<file path="src/hw/pin_mux_regs.vh">
`ifndef PIN_MUX_REGS_VH
`define PIN_MUX_REGS_VH
// register byte offsets
`define OFS_BUS_CONTROL     12'h000
`define OFS_CLK_OUT_SEL     12'h004
`define OFS_PORTB_PER       12'h008
`define OFS_PORTB_DDR       12'h00C
`define OFS_PORTB_DATA      12'h010
`define OFS_PORTB_PIN       12'h014
`define OFS_PORTF_PER       12'h018
`define OFS_PORTF_DDR       12'h01C
`define OFS_PORTF_DATA      12'h020
`define OFS_PORTF_PULLUP    12'h024
`define OFS_PORTF_PIN       12'h028
`define OFS_BUS_STATUS      12'h02C
// field positions
`define BUS_HOLD_DRIVE_BIT  0
`define PORTF_LO            9
`define PORTF_HI            15
`define PORTB_LO            4
`define PORTB_HI            7
// reset values
`define RST_BUS_CONTROL     1'h0
`define RST_CLK_OUT_SEL     4'h0
`define RST_PORTB_PER       4'h0
`define RST_PORTF_PER       7'h7F
`define RST_PORTF_PULLUP    16'hFE00
`define RST_DDR             7'h00
`define RST_PORTB_DDR       4'h0
`define RST_PORTB_DATA      4'h0
`define RST_PORTF_DATA      7'h00
`endif

</file>
<file path="src/hw/pin_sync.v">
`timescale 1ns/1ps
// two-flop synchroniser for a bank of pin inputs
module pin_sync #(
   parameter W = 4
) (
   // clock and reset
   input  wire         pclk,
   input  wire         presetn,
   // pins
   input  wire [W-1:0] async_in,
   output wire [W-1:0] sync_out
);
   reg [W-1:0] meta_q;
   reg [W-1:0] sync_q;

   // first stage is read only by the second
   always @(posedge pclk or negedge presetn) begin
      if (!presetn) begin
         meta_q <= {W{1'b0}};
         sync_q <= {W{1'b0}};
      end else begin
         meta_q <= async_in;
         sync_q <= meta_q;
      end
   end
   assign sync_out = sync_q;
endmodule

</file>
<file path="src/hw/pad_mux.v">
`timescale 1ns/1ps
// per-pin selection between port control and a peripheral source
module pad_mux #(
   parameter W = 4
) (
   // selection
   input  wire [W-1:0] periph_en,
   // port side
   input  wire [W-1:0] port_oe,
   input  wire [W-1:0] port_out,
   // peripheral side
   input  wire [W-1:0] func_oe,
   input  wire [W-1:0] func_out,
   // pad side
   output wire [W-1:0] pad_oe,
   output wire [W-1:0] pad_out
);
   genvar i;
   // port control ignores every peripheral source
   generate
      for (i = 0; i < W; i = i + 1) begin : g_pin
         assign pad_oe[i]  = periph_en[i] ? func_oe[i]  : port_oe[i];
         assign pad_out[i] = periph_en[i] ? func_out[i] : port_out[i];
      end
   endgenerate
endmodule

</file>
<file path="src/hw/external_bus_pin_mux.v">
`timescale 1ns/1ps
`include "pin_mux_regs.vh"

// Behaviour
// - Port B pins 4-7 in address function carry upper address bits 20-23.
// - With the bus idle, address lines float or stay driven per the bus hold drive bit.
// - Software should set bus hold drive to one; its reset value is zero.
// - Pins 4-7 can show prescaled, main, second and oscillator clocks.
// - After reset port B pins 4-7 are general purpose.
// - A peripheral enable bit per port B pin releases it from port control.
// - For released port B pins the clock select picks address or clock.
// - Port F pins 9-15 in data mode carry data bits 0-6.
// - With the bus idle, data lines float or stay driven per the bus hold drive bit.
// - Each port F pin under port control is individually input or output.
// - After reset port F pins 9-15 are in data bus mode.
// - A pull-up bit per port F pin at its pin index; clearing it turns the pull-up off.
module external_bus_pin_mux (
   // apb clock and reset
   input  wire        pclk,
   input  wire        presetn,
   // apb slave
   input  wire        psel,
   input  wire        penable,
   input  wire        pwrite,
   input  wire [11:0] paddr,
   input  wire [31:0] pwdata,
   output reg  [31:0] prdata,
   output reg         pready,
   output reg         pslverr,
   // external memory interface core side
   input  wire        bus_active,
   input  wire [3:0]  emi_addr_hi,
   input  wire [6:0]  emi_data_out,
   input  wire        emi_data_write,
   output wire [6:0]  emi_data_in,
   // clock monitor sources, already on pclk
   input  wire        prescaler_clock,
   input  wire        main_system_clock,
   input  wire        second_system_clock,
   input  wire        oscillator_clock,
   // port b pins 4-7
   input  wire [3:0]  portb_pad_in,
   output reg  [3:0]  portb_pad_out,
   output reg  [3:0]  portb_pad_oe,
   // port f pins 9-15
   input  wire [6:0]  portf_pad_in,
   output reg  [6:0]  portf_pad_out,
   output reg  [6:0]  portf_pad_oe,
   output reg  [6:0]  portf_pullup_en,
   // bus hold drive level for the other interface control pins
   output reg         bus_hold_drive
);
   // software state
   reg         bus_hold_drive_q;
   reg  [3:0]  clock_output_select_reg_q;
   reg  [3:0]  port_b_peripheral_enable_q;
   reg  [3:0]  portb_ddr_q;
   reg  [3:0]  portb_data_q;
   reg  [6:0]  portf_per_q;
   reg  [6:0]  portf_ddr_q;
   reg  [6:0]  portf_data_q;
   reg  [15:0] port_f_pullup_enable_q;

   wire [3:0]  portb_sync;
   wire [6:0]  portf_sync;
   wire [3:0]  b_func_out;
   wire [3:0]  b_func_oe;
   wire [6:0]  f_func_oe;
   wire [3:0]  b_mux_out;
   wire [3:0]  b_mux_oe;
   wire [6:0]  f_mux_out;
   wire [6:0]  f_mux_oe;
   wire [3:0]  clk_mon;
   wire        drive_idle;
   wire        wr_en;
   wire        rd_en;
   reg  [31:0] rd_d;
   reg         hit_d;

   // pads come from another domain
   pin_sync #(.W(4)) u_sync_b (
      .pclk     (pclk),
      .presetn  (presetn),
      .async_in (portb_pad_in),
      .sync_out (portb_sync)
   );

   pin_sync #(.W(7)) u_sync_f (
      .pclk     (pclk),
      .presetn  (presetn),
      .async_in (portf_pad_in),
      .sync_out (portf_sync)
   );

   assign emi_data_in = portf_sync;

   // clock monitors in pin order 4..7
   assign clk_mon = {oscillator_clock, second_system_clock,
                     main_system_clock, prescaler_clock};

   // idle pins stay driven only with bus hold drive set
   assign drive_idle = bus_active | bus_hold_drive_q;

   // per pin: a set select bit shows the clock monitor and always drives,
   // a clear one carries the address and drives only when the bus allows it
   genvar p;
   generate
      for (p = 0; p < 4; p = p + 1) begin : g_bfunc
         assign b_func_out[p] = clock_output_select_reg_q[p] ? clk_mon[p]
                                                             : emi_addr_hi[p];
         assign b_func_oe[p]  = clock_output_select_reg_q[p] | drive_idle;
      end
   endgenerate

   // data pins drive on writes, or hold while idle if asked
   assign f_func_oe = {7{(bus_active & emi_data_write) |
                         (~bus_active & bus_hold_drive_q)}};

   pad_mux #(.W(4)) u_mux_b (
      .periph_en (port_b_peripheral_enable_q),
      .port_oe   (portb_ddr_q),
      .port_out  (portb_data_q),
      .func_oe   (b_func_oe),
      .func_out  (b_func_out),
      .pad_oe    (b_mux_oe),
      .pad_out   (b_mux_out)
   );

   pad_mux #(.W(7)) u_mux_f (
      .periph_en (portf_per_q),
      .port_oe   (portf_ddr_q),
      .port_out  (portf_data_q),
      .func_oe   (f_func_oe),
      .func_out  (emi_data_out),
      .pad_oe    (f_mux_oe),
      .pad_out   (f_mux_out)
   );

   // port b pads registered; one cycle of latency, pins start as inputs
   always @(posedge pclk or negedge presetn) begin
      if (!presetn) begin
         portb_pad_out <= 4'h0;
         portb_pad_oe  <= 4'h0;
      end else begin
         portb_pad_out <= b_mux_out;
         portb_pad_oe  <= b_mux_oe;
      end
   end

   // port f pads registered; drivers stay off through reset
   always @(posedge pclk or negedge presetn) begin
      if (!presetn) begin
         portf_pad_out <= 7'h00;
         portf_pad_oe  <= 7'h00;
      end else begin
         portf_pad_out <= f_mux_out;
         portf_pad_oe  <= f_mux_oe;
      end
   end

   // pull-ups on from reset so undriven data pins do not float until software clears their pull-up bits
   always @(posedge pclk or negedge presetn) begin
      if (!presetn) begin
         portf_pullup_en <= 7'h7F;
         bus_hold_drive  <= 1'b0;
      end else begin
         portf_pullup_en <= port_f_pullup_enable_q[`PORTF_HI:`PORTF_LO];
         bus_hold_drive  <= bus_hold_drive_q;
      end
   end

   // apb strobes; a write lands at the edge where pready is seen high,
   // the same edge at which the master lets go of the request
   assign wr_en = psel & penable & pwrite & pready;
   assign rd_en = psel & penable & ~pwrite;

   // bus control; zero after reset, so idle pins float until software
   // asks for them to be held
   always @(posedge pclk or negedge presetn) begin
      if (!presetn) begin
         bus_hold_drive_q <= `RST_BUS_CONTROL;
      end else if (wr_en && (paddr == `OFS_BUS_CONTROL)) begin
         bus_hold_drive_q <= pwdata[`BUS_HOLD_DRIVE_BIT];
      end
   end

   // clock output select; a set bit picks the clock monitor for its pin
   always @(posedge pclk or negedge presetn) begin
      if (!presetn) begin
         clock_output_select_reg_q <= `RST_CLK_OUT_SEL;
      end else if (wr_en && (paddr == `OFS_CLK_OUT_SEL)) begin
         clock_output_select_reg_q <= pwdata[`PORTB_HI:`PORTB_LO];
      end
   end

   // port b release bits; every pin starts under port control
   always @(posedge pclk or negedge presetn) begin
      if (!presetn) begin
         port_b_peripheral_enable_q <= `RST_PORTB_PER;
      end else if (wr_en && (paddr == `OFS_PORTB_PER)) begin
         port_b_peripheral_enable_q <= pwdata[`PORTB_HI:`PORTB_LO];
      end
   end

   // port b direction, one bit per pin
   always @(posedge pclk or negedge presetn) begin
      if (!presetn) begin
         portb_ddr_q <= `RST_PORTB_DDR;
      end else if (wr_en && (paddr == `OFS_PORTB_DDR)) begin
         portb_ddr_q <= pwdata[`PORTB_HI:`PORTB_LO];
      end
   end

   // port b output levels
   always @(posedge pclk or negedge presetn) begin
      if (!presetn) begin
         portb_data_q <= `RST_PORTB_DATA;
      end else if (wr_en && (paddr == `OFS_PORTB_DATA)) begin
         portb_data_q <= pwdata[`PORTB_HI:`PORTB_LO];
      end
   end

   // port f release bits; data bus mode from reset
   always @(posedge pclk or negedge presetn) begin
      if (!presetn) begin
         portf_per_q <= `RST_PORTF_PER;
      end else if (wr_en && (paddr == `OFS_PORTF_PER)) begin
         portf_per_q <= pwdata[`PORTF_HI:`PORTF_LO];
      end
   end

   // port f direction, one bit per pin
   always @(posedge pclk or negedge presetn) begin
      if (!presetn) begin
         portf_ddr_q <= `RST_DDR;
      end else if (wr_en && (paddr == `OFS_PORTF_DDR)) begin
         portf_ddr_q <= pwdata[`PORTF_HI:`PORTF_LO];
      end
   end

   // port f output levels
   always @(posedge pclk or negedge presetn) begin
      if (!presetn) begin
         portf_data_q <= `RST_PORTF_DATA;
      end else if (wr_en && (paddr == `OFS_PORTF_DATA)) begin
         portf_data_q <= pwdata[`PORTF_HI:`PORTF_LO];
      end
   end

   // port f pull-ups kept at their pin index; low bits always read zero
   always @(posedge pclk or negedge presetn) begin
      if (!presetn) begin
         port_f_pullup_enable_q <= `RST_PORTF_PULLUP;
      end else if (wr_en && (paddr == `OFS_PORTF_PULLUP)) begin
         port_f_pullup_enable_q <= {pwdata[`PORTF_HI:`PORTF_LO], 9'h000};
      end
   end

   // read mux; fields sit at their pin index
   always @* begin
      rd_d  = 32'h0000_0000;
      hit_d = 1'b1;
      case (paddr)
         `OFS_BUS_CONTROL:  rd_d[`BUS_HOLD_DRIVE_BIT] = bus_hold_drive_q;
         `OFS_CLK_OUT_SEL:  rd_d[`PORTB_HI:`PORTB_LO] = clock_output_select_reg_q;
         `OFS_PORTB_PER:    rd_d[`PORTB_HI:`PORTB_LO] = port_b_peripheral_enable_q;
         `OFS_PORTB_DDR:    rd_d[`PORTB_HI:`PORTB_LO] = portb_ddr_q;
         `OFS_PORTB_DATA:   rd_d[`PORTB_HI:`PORTB_LO] = portb_data_q;
         `OFS_PORTB_PIN:    rd_d[`PORTB_HI:`PORTB_LO] = portb_sync;
         `OFS_PORTF_PER:    rd_d[`PORTF_HI:`PORTF_LO] = portf_per_q;
         `OFS_PORTF_DDR:    rd_d[`PORTF_HI:`PORTF_LO] = portf_ddr_q;
         `OFS_PORTF_DATA:   rd_d[`PORTF_HI:`PORTF_LO] = portf_data_q;
         `OFS_PORTF_PULLUP: rd_d[15:0] = port_f_pullup_enable_q;
         `OFS_PORTF_PIN:    rd_d[`PORTF_HI:`PORTF_LO] = portf_sync;
         `OFS_BUS_STATUS:   rd_d[0] = bus_active;
         default:           hit_d = 1'b0;  // unmapped: error, reads zero
      endcase
   end

   // one wait state: pready pulses in the second access cycle
   always @(posedge pclk or negedge presetn) begin
      if (!presetn) begin
         pready <= 1'b0;
      end else begin
         pready <= psel & penable & ~pready;
      end
   end

   // error rides with pready for offsets that map to nothing
   always @(posedge pclk or negedge presetn) begin
      if (!presetn) begin
         pslverr <= 1'b0;
      end else begin
         pslverr <= psel & penable & ~pready & ~hit_d;
      end
   end

   // read word stands only with pready, zero otherwise so nothing stale lingers
   always @(posedge pclk or negedge presetn) begin
      if (!presetn) begin
         prdata <= 32'h0000_0000;
      end else begin
         prdata <= (rd_en & ~pready) ? rd_d : 32'h0000_0000;
      end
   end
endmodule

</file>
<file path="config.mk">
export PLATFORM = sky130hd
export DESIGN_NAME = external_bus_pin_mux
export DESIGN_NICKNAME = d
export VERILOG_FILES = /design/src/hw/pin_sync.v /design/src/hw/pad_mux.v /design/src/hw/external_bus_pin_mux.v
export VERILOG_INCLUDE_DIRS = /design/src /design/src/hw
export SDC_FILE = /design/constraint.sdc
export NUM_CORES = 1
export LEC_CHECK = 0
export ABC_AREA = 1
export BUFFER_PORTS_ARGS = -buffer_cell sky130_fd_sc_hd__buf_4
export CORE_MARGIN = 2
export CORE_UTILIZATION = 55
export DETAILED_ROUTE_END_ITERATION = 6
export GPL_TIMING_DRIVEN = 1
export PLACE_DENSITY = 0.85
export SLEW_MARGIN = 20
export SYNTH_ARGS = -nofsm -noshare
export SYNTH_HDL_FRONTEND = slang
export SYNTH_SLANG_ARGS = --single-unit
</file>
<file path="constraint.sdc">
create_clock -name pclk -period 3.4 [get_ports pclk]
set_input_delay 0.68 -clock pclk [delete_from_list [all_inputs] [get_ports pclk]]
set_output_delay 0.68 -clock pclk [all_outputs]
set_load 0.1 [all_outputs]
</file>
==> flow_metrics.tcl, run 1 <==
set metrics [dict create \
    vias 3820 \
    worst_ep_arrival_time_ns 2.26 \
    pwr-share-comb_pct 11.5 \
    irDropWorstVdd_v 0.0002325 \
    numCtsBuffers 9 \
    switching_share_pct 27.92 \
    hold_buffers 0 \
    total_power_w 0.002453 \
    vias_per_cell 5.276 \
    reg2reg_to "prdata[14]" \
    fin_worst_skew_ns 0.009927 \
    p_int_w 0.001768 \
    grtUsageTotal_pct 24.08 \
    grt_pass1_vias 3672 \
    yosys.area.top_type "dfrtp_1" \
    drc 0 \
    hp-class "input pin to asynchronous set/reset pin" \
    cpPeakStageDelay_ns 0.43 \
    drtIter0Drc 252 \
    die_w_um 98.60 \
    slowest_stage "nor2_1" \
    crit_type "input pin to flip-flop" \
    reg2regPathDepth 5 \
    portBuffers 107 \
    syn-mean-instance-area_um2 9.864 \
    synth.cell_area_um2 4922 \
    post-cts-setup-buffers 0 \
    wl_um 11260 \
    cts-htree-levels 3 \
    r2r_start "pready" \
    grt_max_degree 47 \
    dp_hpwl_um 8007 \
    endpoint_kind "flip-flop" \
    whs_ns 0.2854 \
    rows 34 \
    cts.sinks 111 \
    drv_cap 0 \
    slew_headroom_pct 48.72 \
    rsz0062_at_grt "no" \
    boundaryPins 148 \
    synth-seq-cells 111 \
    clk_latency_ns 0.38 \
    grt_use_met2_pct 39.46 \
    gr-usage-met1_pct 33.21 \
    placed_cell_area_um2 5734 \
    crit_chain "buf_4, nor2_2, nand2_4, nor2_1, buf_4, nand2_1, nand3_1, o21bai_2, nor2_1" \
    wl_per_cell_um 15.55 \
    finalMaxSlewViolations 0 \
    cts_tree "done" \
    clkPwrFrac_pct 33.8 \
    ys.flop_type "dfrtp_1" \
    syn_to_final_growth_pct 20.92 \
    diodes 0 \
    synthArstFlopShare_pct 100.0 \
    synth_edf_count 0 \
    yosysWarnings 0 \
    finalCriticalPeriod_ns 1.964 \
    max_freq_mhz 509.1 \
    synthTopCellsByCount "nand2_1 (106), dfrtp_1 (90), nand3_1 (54)" \
    worstMarginPinSlew_ns 0.7477 \
    drtAntennaViolNets 0 \
    synthMostInstantiatedCell "nand2_1" \
    met3_usage_pct 4.468 \
    finalCritPeriodShare_pct 57.77 \
    die_h_um 98.60 \
    finalSetupTns_ns 0 \
    seq_area_frac_synth_pct 56.96 \
    core_um2 8721 \
    clk_pin_slew_ns 0.10 \
    finalNetCount 688 \
    place_congestion 0.8073 \
    crit_family "simple AND/OR/NAND/NOR gates" \
    worstPathMaxFanout 7 \
    synth_area_leaders "dfrtp_1 (46%), dfstp_2 (11%), nand2_1 (8.1%)" \
    drive_above_1_share_pct 37.66 \
    worstSetupStartpointType "input pin" \
    yosysUniqueCellTypes 27 \
    overflow 0 \
    reg2reg_slack_ns 1.96 \
    p_leak_nw 3.067 \
    drtPass1Iterations 5 \
    initial_utilization_pct 56.44 \
    pwr-share-seq_pct 54.7 \
    synth_top_area_share_pct 45.75 \
    cp_data_required_time_ns 3.70 \
    power.density_nw_per_um2 412.1 \
    root_buffer "clkbuf_8" \
    cts_resized 0 \
    setup_viol 0 \
    busiest_layer "met2" \
    grt_pass1_wl_um 18360 \
    status "complete, no violations" \
    switchingPower_w 0.0006850 \
    hold_violations 0 \
    dieArea_um2 9722 \
    path_buf_inv 2 \
    clock_path_buffers 2 \
    synth_cells 499 \
    fin_area_um2 5952 \
    antenna_found_initial 0 \
]
[logic make-up after synthesis]
group / share of synthesized area [%]
AOI/OAI and AO/OA: 9.151
and+or+nand+nor: 24.53
DFF: 56.96
other: 0.07619
buffers and inverters: 7.473
muxes: 1.805
[per-stage QoR]
step,worst slack (ns),util (%),instances
finish,1.436,68.25,724
global route,1.362,68.25,724
CTS,1.447,68.25,724
detailed placement,1.075,65.75,708
global placement,1.100,65.75,708
floorplan,1.453,-,518
[final cells by class]
cell class / instances / area (µm²)
clock buffers: 10 / 137.6
clock inverters: 6 / 80.08
fillers: 664 / 2769
inverters: 34 / 132.6
multi-input cells: 343 / 1822
flip-flops and latches: 111 / 2804
well taps: 108 / 135.1
repair buffers: 112 / 840.8
[layout by cell type (no fill, tap or decap)]
cell type,n
o21ai_2,28
dfrtp_1,90
inv_1,25
nand2_4,4
mux2_2,7
conb_1,20
nand2_2,17
o21bai_1,1
nor2_2,9
clkinv_8,1
o21ai_0,11
inv_6,2
a21oi_1,8
clkbuf_8,10
clkinv_4,2
bufinv_16,1
nor2_1,51
o21bai_2,1
mux2i_1,1
buf_4,112
nand2_1,106
dfstp_2,21
or2_1,1
a31oi_1,9
inv_2,8
nor2_4,3
nand3_1,54
nor2_8,5
clkinvlp_4,1
o21ai_1,7
[worst max-delay path by stage]
stage / startpoint / end / slack, ns / depth (start not counted)
after CTS: paddr[11] / prdata[14] / 1.45 / 9
after global placement: paddr[11] / prdata[14] / 1.10 / 9
final: paddr[11] / prdata[14] / 1.44 / 9
after floorplan: pready / portf_ddr_q[5] / 1.45 / 6
after detailed placement: paddr[11] / prdata[14] / 1.08 / 9
after global routing: paddr[6] / clock_output_select_reg_q[3] / 1.36 / 9
[state kept, by name, summed over array words and instances, names as in the netlist, 7 cells and up]
register	count
port_f_pullup_enable_q	7
portf_pad_oe	7
u_sync_f.meta_q	7
portf_per_q	7
portf_data_q	7
u_sync_f.sync_out	7
prdata	12
portf_ddr_q	7
portf_pad_out	7
portf_pullup_en	7
[power groups by stage]
stage	clock network [W]	registers, W	logic, W
after global placement	0	0.00137	0.000279
final	0.000830	0.00134	0.000281
after global routing	0.000898	0.00134	0.000298
after detailed placement	0	0.00137	0.000283
after CTS	0.000842	0.00134	0.000284
after floorplan	0	0.00141	0.000158
[layer usage]
layer,vias to the layer above,share of wire [%]
met5,-,0
met4,0,1.2
met3,11,6.6
met2,151,51
met1,1851,42
li1,1807,-
Note: power is estimated with default switching activity, not from simulation.
==> inputs of run 2 (changes only) <==
Settings changed: ABC_AREA 1 to 0, CORE_UTILIZATION 55 to 51, PLACE_DENSITY 0.85 to 0.8.
Clock period 3.4 ns to 1.9 ns, I/O delays scaled along.
==> flow_metrics.tcl, run 2 <==
set metrics [dict create \
    p_leak_nw 2.931 \
    vias_per_cell 5.351 \
    clk_latency_ns 0.37 \
    die_w_um 98.71 \
    status "complete, no violations" \
    synthTopCellsByCount "dfrtp_1 (90), mux2_2 (61), nor2_1 (30)" \
    yosys.area.top_type "dfrtp_1" \
    fin_worst_skew_ns 0.01685 \
    grtUsageTotal_pct 21.65 \
    dp_hpwl_um 7728 \
    cts_tree "done" \
    diodes 0 \
    drtAntennaViolNets 0 \
    synth_area_leaders "dfrtp_1 (49%), mux2_2 (15%), dfstp_2 (12%)" \
    yosysWarnings 0 \
    initial_utilization_pct 52.45 \
    hold_violations 0 \
    hp-class "input pin to flip-flop" \
    reg2regPathDepth 5 \
    place_worst_setup_slack_ns -0.1536 \
    dieArea_um2 9743 \
    portBuffers 107 \
    top_register "prdata" \
    cts_resized 0 \
    crit_type "flip-flop to flip-flop" \
    finalCriticalPeriod_ns 1.731 \
    synth_edf_count 0 \
    clock_path_buffers 2 \
    die_h_um 98.71 \
    syn-mean-instance-area_um2 13.78 \
    largest_reg_flops 12 \
    drtPass1Iterations 4 \
    seq_area_frac_synth_pct 61.30 \
    synth-seq-cells 111 \
    setup_viol 0 \
    rsz0062_at_grt "no" \
    synth.cell_area_um2 4574 \
    numCtsBuffers 9 \
    hold_buffers 1 \
    rows 34 \
    clk_pin_slew_ns 0.11 \
    drtIter0Drc 152 \
    power.density_nw_per_um2 708.9 \
    irDropWorstVdd_v 0.0004760 \
    grt_max_degree 50 \
    grt_pass1_wl_um 16510 \
    cts-htree-levels 3 \
    endpoint_kind "flip-flop" \
    layout_commonest_cell "buf_4" \
    finalCritPeriodShare_pct 91.09 \
    drc 0 \
    vias 3205 \
    drv_cap 0 \
    wl_um 10260 \
    whs_ns 0.1129 \
    drive_above_1_share_pct 53.36 \
    wl_per_cell_um 17.13 \
    critical_path.startpoint "pready" \
    finalMaxSlewViolations 0 \
    antenna_found_initial 0 \
    worst_ep_arrival_time_ns 1.99 \
    worstSetupStartpointType "flip-flop" \
    post-cts-setup-buffers 0 \
    synth_cells 332 \
    ys.flop_type "dfrtp_1" \
    root_buffer "clkbuf_8" \
    max_freq_mhz 577.8 \
    hold_path.startpoint "portf_pad_in[2]" \
    finalNetCount 563 \
    overflow 0 \
    synthMostInstantiatedCell "dfrtp_1" \
    yosysUniqueCellTypes 41 \
    utilization_pct 68.64 \
    final_cell_mix "buf_4 (147), dfrtp_1 (89), mux2_2 (61), nor2_1 (30)" \
    fill_cells 633 \
    finalWorstSetupSlack_ns 0.1693 \
    whs_path_depth 1 \
    core_um2 8721 \
    synth_top_area_share_pct 49.23 \
    cp_data_required_time_ns 2.16 \
    r2r_start "pready" \
    grt_pass1_vias 3298 \
    synthArstFlopShare_pct 100.0 \
    cts.sinks 111 \
    place_congestion 0.9744 \
    boundaryPins 148 \
    syn_to_final_growth_pct 30.85 \
    worstPathMaxFanout 4 \
]
[run 2: critical path, stage by stage, from the launching register on]
cell and delay, ns:
dfrtp_4 0.43, and4_1 0.27, nand4_1 0.21, nor3b_2 0.23
buf_4 0.17, mux2_2 0.33
[run 2: report_power, final]
part | switching (W) | total, W | internal (W)
Combinational | 0.000401 | 0.000547 | 0.000146
Clock | 0.000795 | 0.00129 | 0.000498
Sequential | 0.0000126 | 0.00240 | 0.00239
[run 2: metrics by stage]
| step | cell area [µm²] | std cells | setup TNS (ns) | total power, W |
|---|---|---|---|---|
| 2_1_floorplan | 4673 | 351 | 0 | 0.002793 |
| 3_3_place_gp | 5792 | 582 | -3.822 | 0.002986 |
| 3_5_place_dp | 5792 | 582 | -5.048 | 0.002995 |
| 4_1_cts | 5986 | 599 | 0 | 0.004278 |
| 5_1_grt | 5986 | 599 | 0 | 0.004408 |
| 6_report | 5986 | 599 | 0 | 0.004243 |
[run 2: path summary, 6_finish.rpt]
path                                                end  slack (ns)
hold reg to reg                    u_sync_b.sync_out[3]        0.36
hold / removal                       u_sync_f.meta_q[2]        0.11
setup reg to reg           clock_output_select_reg_q[2]        0.17
min in group asynchronous                     prdata[7]        0.47
max in group asynchronous    port_f_pullup_enable_q[13]        0.79
setup / recovery           clock_output_select_reg_q[2]        0.17
[run 2: cells by family after synthesis]
family	Yosys count	share of synthesized area (%)
other	1	0.08198
and+or+nand+nor	73	10.31
buffers and inverters	28	4.021
AOI/OAI and AO/OA	49	7.303
DFF	111	61.30
muxes	70	16.99
[run 2: per-layer routing]
layer	wire length (µm)	vias to the layer above	GRT usage (%)	share of wire, %
met3	610	20	4.326	5.9
met5	0	-	0	0
met2	4865	116	34.22	47
met4	234	0	7.165	2.3
li1	-	1483	-	-
met1	4551	1586	30.46	44
[run 2: final cells by class]
type	instances	area [µm²]	share of cell area, %
Inverter	1	3.754	0.06271
Clock buffer	10	127.6	2.132
Timing Repair Buffer	151	1174	19.61
Multi-Input combinational cell	212	1682	28.09
Tap cell	108	135.1	2.258
Sequential cell	111	2808	46.91
Clock inverter	6	56.30	0.9406
